**config.mk**
```make
export PLATFORM = sky130hd
export DESIGN_NAME = lp_ctrl
export DESIGN_NICKNAME = d
export VERILOG_FILES = /design/src/hw/lp_ctrl.v /design/src/hw/ref_timer.v
export VERILOG_INCLUDE_DIRS = /design/src /design/src/hw
export SDC_FILE = /design/constraint.sdc
export NUM_CORES = 1
export LEC_CHECK = 0
export ABC_AREA = 1
export BUFFER_PORTS_ARGS = -buffer_cell sky130_fd_sc_hd__buf_2
export CORE_ASPECT_RATIO = 1.5
export CORE_UTILIZATION = 51
export CTS_CLUSTER_SIZE = 8
export DETAILED_ROUTE_END_ITERATION = 8
export PLACE_DENSITY = 0.7
export SYNTH_ARGS = -nofsm -noshare
export SYNTH_HDL_FRONTEND = slang
export SYNTH_SLANG_ARGS = --single-unit
```
**constraint.sdc**
```tcl
create_clock -name CORE_CLK_I -period 1.2 [get_ports CORE_CLK_I]
set_input_delay 0.06 -clock CORE_CLK_I [delete_from_list [all_inputs] [get_ports CORE_CLK_I]]
set_output_delay 0.06 -clock CORE_CLK_I [all_outputs]
set_load 0.005 [all_outputs]
```
**src/hw/lp_consts.vh**
```
// constants for the dram low-power state logic
// assumes a 125 MHz core clock standing in for the memory clock
`ifndef LP_CONSTS_VH
`define LP_CONSTS_VH

`define CLK_PERIOD_PS      32'd8000
`define T_CKE_PS           32'd5000
`define T_CPDED_NCK        8'h01
`define CKE_CYC            (((`T_CKE_PS + `CLK_PERIOD_PS - 32'd1) / `CLK_PERIOD_PS) > 32'd0 ? ((`T_CKE_PS + `CLK_PERIOD_PS - 32'd1) / `CLK_PERIOD_PS) : 32'd1)
`define REF_INTERVAL_CYC   32'd64
`define MR0_PPD_BIT        12
`define MR1_DLL_DIS_BIT    0

`define ST_IDLE            3'h0
`define ST_SELF_REF        3'h1
`define ST_PD_PRE          3'h2
`define ST_PD_ACT          3'h3
`define ST_RESET           3'h4

`endif

```
**src/hw/lp_ctrl.v**
```verilog
// What this block does
// - CS RAS CAS CKE low, WE high: self-refresh
// - DLL off on entry, on with reset at exit
// - self-refresh ignores all but CKE and reset
// - internal refresh starts two cycles after entry, later than tCKE
// - exit on CKE high with NOP/deselect
// - CKE low with NOP/deselect enters power-down
// - banks closed: precharge, else active power-down
// - buffers off, command receivers off after tCPDED
// - A12 picks slow or fast exit DLL in precharge power-down; active is always fast
// - reset low leaves power-down into reset
//
// decodes pin commands registered on the memory clock and keeps the
// low-power state, DLL state and buffer enables of the device
`timescale 1ns/1ps
`include "lp_consts.vh"

module lp_ctrl #(
    parameter REF_INTERVAL = 64,
    parameter CPDED_NCK    = 1
) (
    // clock and reset
    input  wire        CORE_CLK_I,
    input  wire        SYS_RST_I,
    // memory pins, already in the clock domain
    input  wire        CKE_I,
    input  wire        CS_N_I,
    input  wire        RAS_N_I,
    input  wire        CAS_N_I,
    input  wire        WE_N_I,
    input  wire        DRAM_RST_N_I,
    // mode bits and bank state from the core
    input  wire        MR0_PPD_I,
    input  wire        MR1_DLL_DIS_I,
    input  wire        ANY_BANK_OPEN_I,
    // status outputs
    output reg  [2:0]  STATE_O,
    output reg         DLL_ON_O,
    output reg         DLL_RESET_O,
    output reg         INT_REFRESH_O,
    output reg         IO_BUF_EN_O,
    output reg         CMD_RX_EN_O,
    output reg         CLK_INT_EN_O,
    output reg         FAST_EXIT_O
);
    // ****************************************************************
    // command decode
    // ****************************************************************
    reg         cke_prev_q;
    reg  [2:0]  state_q;
    reg  [2:0]  state_d;
    reg  [7:0]  cpded_q;
    reg         dll_en_q;
    wire        ref_tick;
    wire        nop_or_des;
    wire        sre_cmd;
    // receiver switch-off delay, sized to the counter it is compared with
    localparam [7:0] CPDED_LIM = CPDED_NCK;

    assign nop_or_des = CS_N_I | (RAS_N_I & CAS_N_I & WE_N_I);
    assign sre_cmd = cke_prev_q & ~CKE_I & ~CS_N_I & ~RAS_N_I & ~CAS_N_I & WE_N_I;

    // ****************************************************************
    // state machine
    // ****************************************************************
    always @* begin
        state_d = state_q;
        case (state_q)
            `ST_RESET: begin
                if (DRAM_RST_N_I)
                    state_d = `ST_IDLE;
            end
            `ST_IDLE: begin
                if (sre_cmd)
                    state_d = `ST_SELF_REF;
                else if (cke_prev_q && !CKE_I && nop_or_des)
                    state_d = ANY_BANK_OPEN_I ? `ST_PD_ACT : `ST_PD_PRE;
            end
            `ST_SELF_REF: begin
                // exit on CKE high with NOP/deselect
                if (CKE_I && nop_or_des)
                    state_d = `ST_IDLE;
            end
            `ST_PD_PRE, `ST_PD_ACT: begin
                // bank state settles after in-flight commands
                if (ANY_BANK_OPEN_I)
                    state_d = `ST_PD_ACT;
                else
                    state_d = `ST_PD_PRE;
                if (CKE_I)
                    state_d = `ST_IDLE;
            end
            default: state_d = `ST_IDLE;
        endcase
        // reset pin wins in every state
        if (!DRAM_RST_N_I)
            state_d = `ST_RESET;
    end

    always @(posedge CORE_CLK_I or posedge SYS_RST_I) begin
        if (SYS_RST_I) begin
            state_q    <= `ST_RESET;
            cke_prev_q <= 1'b0;
        end else begin
            state_q    <= state_d;
            cke_prev_q <= CKE_I;
        end
    end

    // ****************************************************************
    // internal refresh while in self-refresh
    // ****************************************************************
    // timer fires on the second cycle of self-refresh
    ref_timer #(
        .INTERVAL (REF_INTERVAL)
    ) u_ref_timer (
        .clk    (CORE_CLK_I),
        .rst    (SYS_RST_I),
        .run    (state_q == `ST_SELF_REF),
        .tick_q (ref_tick)
    );

    // ****************************************************************
    // dll, buffers and receivers
    // ****************************************************************
    always @(posedge CORE_CLK_I or posedge SYS_RST_I) begin
        if (SYS_RST_I) begin
            dll_en_q      <= 1'b0;
            cpded_q       <= 8'h00;
            STATE_O       <= `ST_RESET;
            DLL_ON_O      <= 1'b0;
            DLL_RESET_O   <= 1'b0;
            INT_REFRESH_O <= 1'b0;
            IO_BUF_EN_O   <= 1'b0;
            CMD_RX_EN_O   <= 1'b0;
            CLK_INT_EN_O  <= 1'b0;
            FAST_EXIT_O   <= 1'b0;
        end else begin
            dll_en_q      <= ~MR1_DLL_DIS_I;
            STATE_O       <= state_d;
            INT_REFRESH_O <= ref_tick;
            DLL_RESET_O   <= 1'b0;
            case (state_d)
                `ST_SELF_REF: begin
                    DLL_ON_O     <= 1'b0;
                    CLK_INT_EN_O <= 1'b0;
                    IO_BUF_EN_O  <= 1'b0;
                    CMD_RX_EN_O  <= 1'b0;
                    FAST_EXIT_O  <= 1'b0;
                end
                `ST_PD_PRE, `ST_PD_ACT: begin
                    // slow exit only for precharge with A12 low
                    if (state_d == `ST_PD_PRE && !MR0_PPD_I) begin
                        DLL_ON_O    <= 1'b0;
                        FAST_EXIT_O <= 1'b0;
                    end else begin
                        DLL_ON_O    <= ~MR1_DLL_DIS_I;
                        FAST_EXIT_O <= 1'b1;
                    end
                    CLK_INT_EN_O <= 1'b1;
                    IO_BUF_EN_O  <= 1'b0;
                    if (cpded_q >= CPDED_LIM)
                        CMD_RX_EN_O <= 1'b0;
                    else
                        cpded_q <= cpded_q + 8'h01;
                end
                `ST_IDLE: begin
                    // dll restart with reset after self-refresh
                    if (state_q == `ST_SELF_REF && dll_en_q)
                        DLL_RESET_O <= 1'b1;
                    DLL_ON_O     <= ~MR1_DLL_DIS_I;
                    CLK_INT_EN_O <= 1'b1;
                    IO_BUF_EN_O  <= 1'b1;
                    CMD_RX_EN_O  <= 1'b1;
                    FAST_EXIT_O  <= 1'b0;
                    cpded_q      <= 8'h00;
                end
                default: begin
                    DLL_ON_O     <= 1'b0;
                    CLK_INT_EN_O <= 1'b0;
                    IO_BUF_EN_O  <= 1'b0;
                    CMD_RX_EN_O  <= 1'b0;
                    FAST_EXIT_O  <= 1'b0;
                    cpded_q      <= 8'h00;
                end
            endcase
        end
    end
endmodule // lp_ctrl

```
**src/hw/ref_timer.v**
```verilog
// internal refresh timer used while in self-refresh
// assumes run is a same-clock level from the state logic
`timescale 1ns/1ps
`include "lp_consts.vh"

module ref_timer #(
    parameter INTERVAL = 64
) (
    input  wire clk,
    input  wire rst,
    input  wire run,
    output reg  tick_q
);
    reg [31:0] cnt_q;

    // first tick a single cycle after start, 8 ns, longer than the 5 ns tCKE
    always @(posedge clk or posedge rst) begin
        if (rst) begin
            cnt_q  <= 32'h0;
            tick_q <= 1'b0;
        end else if (!run) begin
            cnt_q  <= 32'h0;
            tick_q <= 1'b0;
        end else begin
            tick_q <= (cnt_q == 32'h0);
            if (cnt_q >= INTERVAL - 1)
                cnt_q <= 32'h0;
            else
                cnt_q <= cnt_q + 32'h1;
        end
    end
endmodule // ref_timer

```
==> reports/qor.txt <==
Fmax achieved: 667.2 MHz
share of cells above drive strength 1: 36.21%
critical path peak fanout: 6
Longest Clk Path Bufs: 2
first-pass GRT wire length: 5499 um
Diodes inserted: 0
total wire length: 3597 um
endpoints failing hold: 0
max_cap viols: 0
Clock Pin Slew Worst Setup and Hold Paths: 0.09 ns
Root Buffer: clkbuf_8
sequential cell area fraction in the yosys report: 67.80%
P&R area growth vs syn: 34.19%
Leak: 1.321 nW
Pre-antenna DRT Iters: 4
clock sink count: 53
syn_area_per_cell: 11.52 um2
Yosys reg bits: 53
Data arrival, critical path: 1.73 ns
nets: 258
Final Wtd Congestion: 0.7512
setup ws final: -0.2989 ns
failing checks: setup timing
Final min period: 1.499 ns
All-Layer GR Usage: 18.83%
Hold WC Path Type: input port to flip-flop
final non-filler cell total: 286
critical path data required time: 1.43 ns
clk_skew: 0.01129 ns
pre-CTS setup slack: -0.2902 ns
initial drt markers: 19
CP Capture Type: flip-flop
Die Height: 77.89 um
clk_lat worst skew: 0.30 ns
Buffers on Ports: 20
DRC: 0
Placed Cells: 265
Rows: 27
PD cells: 1223 mW/mm2
YS warnings: 0
initial core utilization: 53.18%
mapped cell area: 0.001958 mm2
status: finished with violations
fin crit share: 124.9%
HPWL Detailed: 2510 um
initial antenna violation count: 0
Layout Utilization: 71.36%
final setup fails: 22
Core ar.: 0.003682 mm2
io pins: 21
H-tree levels: 2
WL/cell: 12.58 um
vias in the first global route: 1368
die area: 0.004096 mm2
grt total ovfl: 0
RSZ-0062 raised after global routing: true
CTS tree: yes
vias per inst: 4.661
Syn Inst Count: 170
fillers: 259
kind of critical path: flip-flop to flip-flop
most frequent cells in the layout: dfrtp_1 (52), conb_1 (26), buf_2 (20)
vias: 1333
most common cell after layout, fill and taps aside: dfrtp_1
VDD IR max: 892.3 uV
largest net degree at the start of global routing: 30
Final ANT Viol Nets: 0
Num CTS Buffers: 5
Slew Viols, Final: 0
Die X: 52.59 um
Synth cell types: 25
Startpoint Class: flip-flop
power by group:
group          total, mW  internal [mW]  switching (mW)
clock network       1.15          0.619           0.529
registers           1.88           1.85          0.0277
logic              0.191         0.0749           0.116
cell usage after synthesis (all sizes together):
master | n | area (um2)
dfstp | 1 | 26.28
nor3 | 4 | 25.02
clkinv | 1 | 5.000
nand4 | 3 | 18.77
xnor2 | 2 | 17.52
nor4 | 4 | 25.02
nand2 | 26 | 122.6
ha | 5 | 62.56
and3 | 1 | 6.260
nor2 | 27 | 123.9
dfrtp | 52 | 1301
a21oi | 2 | 13.76
nand3b | 5 | 37.54
inv | 24 | 92.59
nand3 | 9 | 50.05
xor2 | 3 | 26.28
conb | 1 | 3.750
per-layer routing:
layer | share of wire, % | GRT usage, % | vias up
met4 | 3.9 | 7.368 | 0
met2 | 57 | 36.46 | 40
li1 | - | - | 642
met1 | 35 | 17.20 | 638
met3 | 4.1 | 4.902 | 13
met5 | 0 | 0 | -
cell families (layout without fill, tap and decap cells):
logic type	Yosys count	in the layout	share of synthesized area (%)
xor gates and xnor gates	5	5	2.237
buffers and inverters	25	73	4.984
and+or+nand+nor	79	79	20.89
DFF	53	53	67.80
other	1	26	0.1915
adders and majority gates	5	5	3.195
AOI/OAI and AO/OA	2	2	0.7027
sequential cells by signal, indices dropped and copies added (netlist names):
register            cells
CLK_INT_EN_O            1
CMD_RX_EN_O             1
DLL_ON_O                1
DLL_RESET_O             1
FAST_EXIT_O             1
INT_REFRESH_O           1
IO_BUF_EN_O             1
STATE_O                 3
cke_prev_q              1
cpded_q                 8
dll_en_q                1
u_ref_timer.cnt_q      32
u_ref_timer.tick_q      1
cell type report:
class                           instances  area [um2]  area share, %
Clock buffer                            6       72.57          2.762
Clock inverter                          2       35.03          1.333
Inverter                               25       103.9          3.952
Multi-Input combinational cell        117       754.5          28.71
Sequential cell                        53        1328          50.52
Tap cell                               43       53.80          2.048
Timing Repair Buffer                   40       280.3          10.67
final timing paths:
path                       slack (ns)  cells past startpoint            end               start
max                             -0.30                      6       DLL_ON_O          STATE_O[2]
min                              0.11                      4    FAST_EXIT_O           MR0_PPD_I
max reg2reg                     -0.30                      6       DLL_ON_O          STATE_O[2]
min reg2reg                      0.36                      0  INT_REFRESH_O  u_ref_timer.tick_q
max in group asynchronous        0.45                      4     cpded_q[3]           SYS_RST_I
min in group asynchronous        0.29                      3  INT_REFRESH_O           SYS_RST_I
through the flow:
stage,TNS (ns),cell area [um2],hold WS (ns),total power [mW]
floorplan,-1.091,2063,0.08619,1.987
global placement,-2.682,2282,0.04887,2.052
detailed placement,-4.061,2282,0.06112,2.066
CTS,-3.421,2459,0.1107,3.222
global route,-5.892,2628,0.1277,3.345
finish,-4.005,2628,0.1147,3.214
timing repair:
action	4_1_cts	5_1_grt
hold buffers	4	0
buffers inserted	2	7
setup endpoints to repair	20	22
pin swaps	3	12
resized for setup	4	30
endpoints found under the hold margin	17	0
worst max-delay path: stages (launching register included):
cell and delay [ns]:
dfstp_2 0.61, nor3_2 0.08, nand3_1 0.08, nand2_2 0.07, nand2_4 0.10, nand4_1 0.28
a21oi_1 0.22
(Power assumes the default switching activity.)
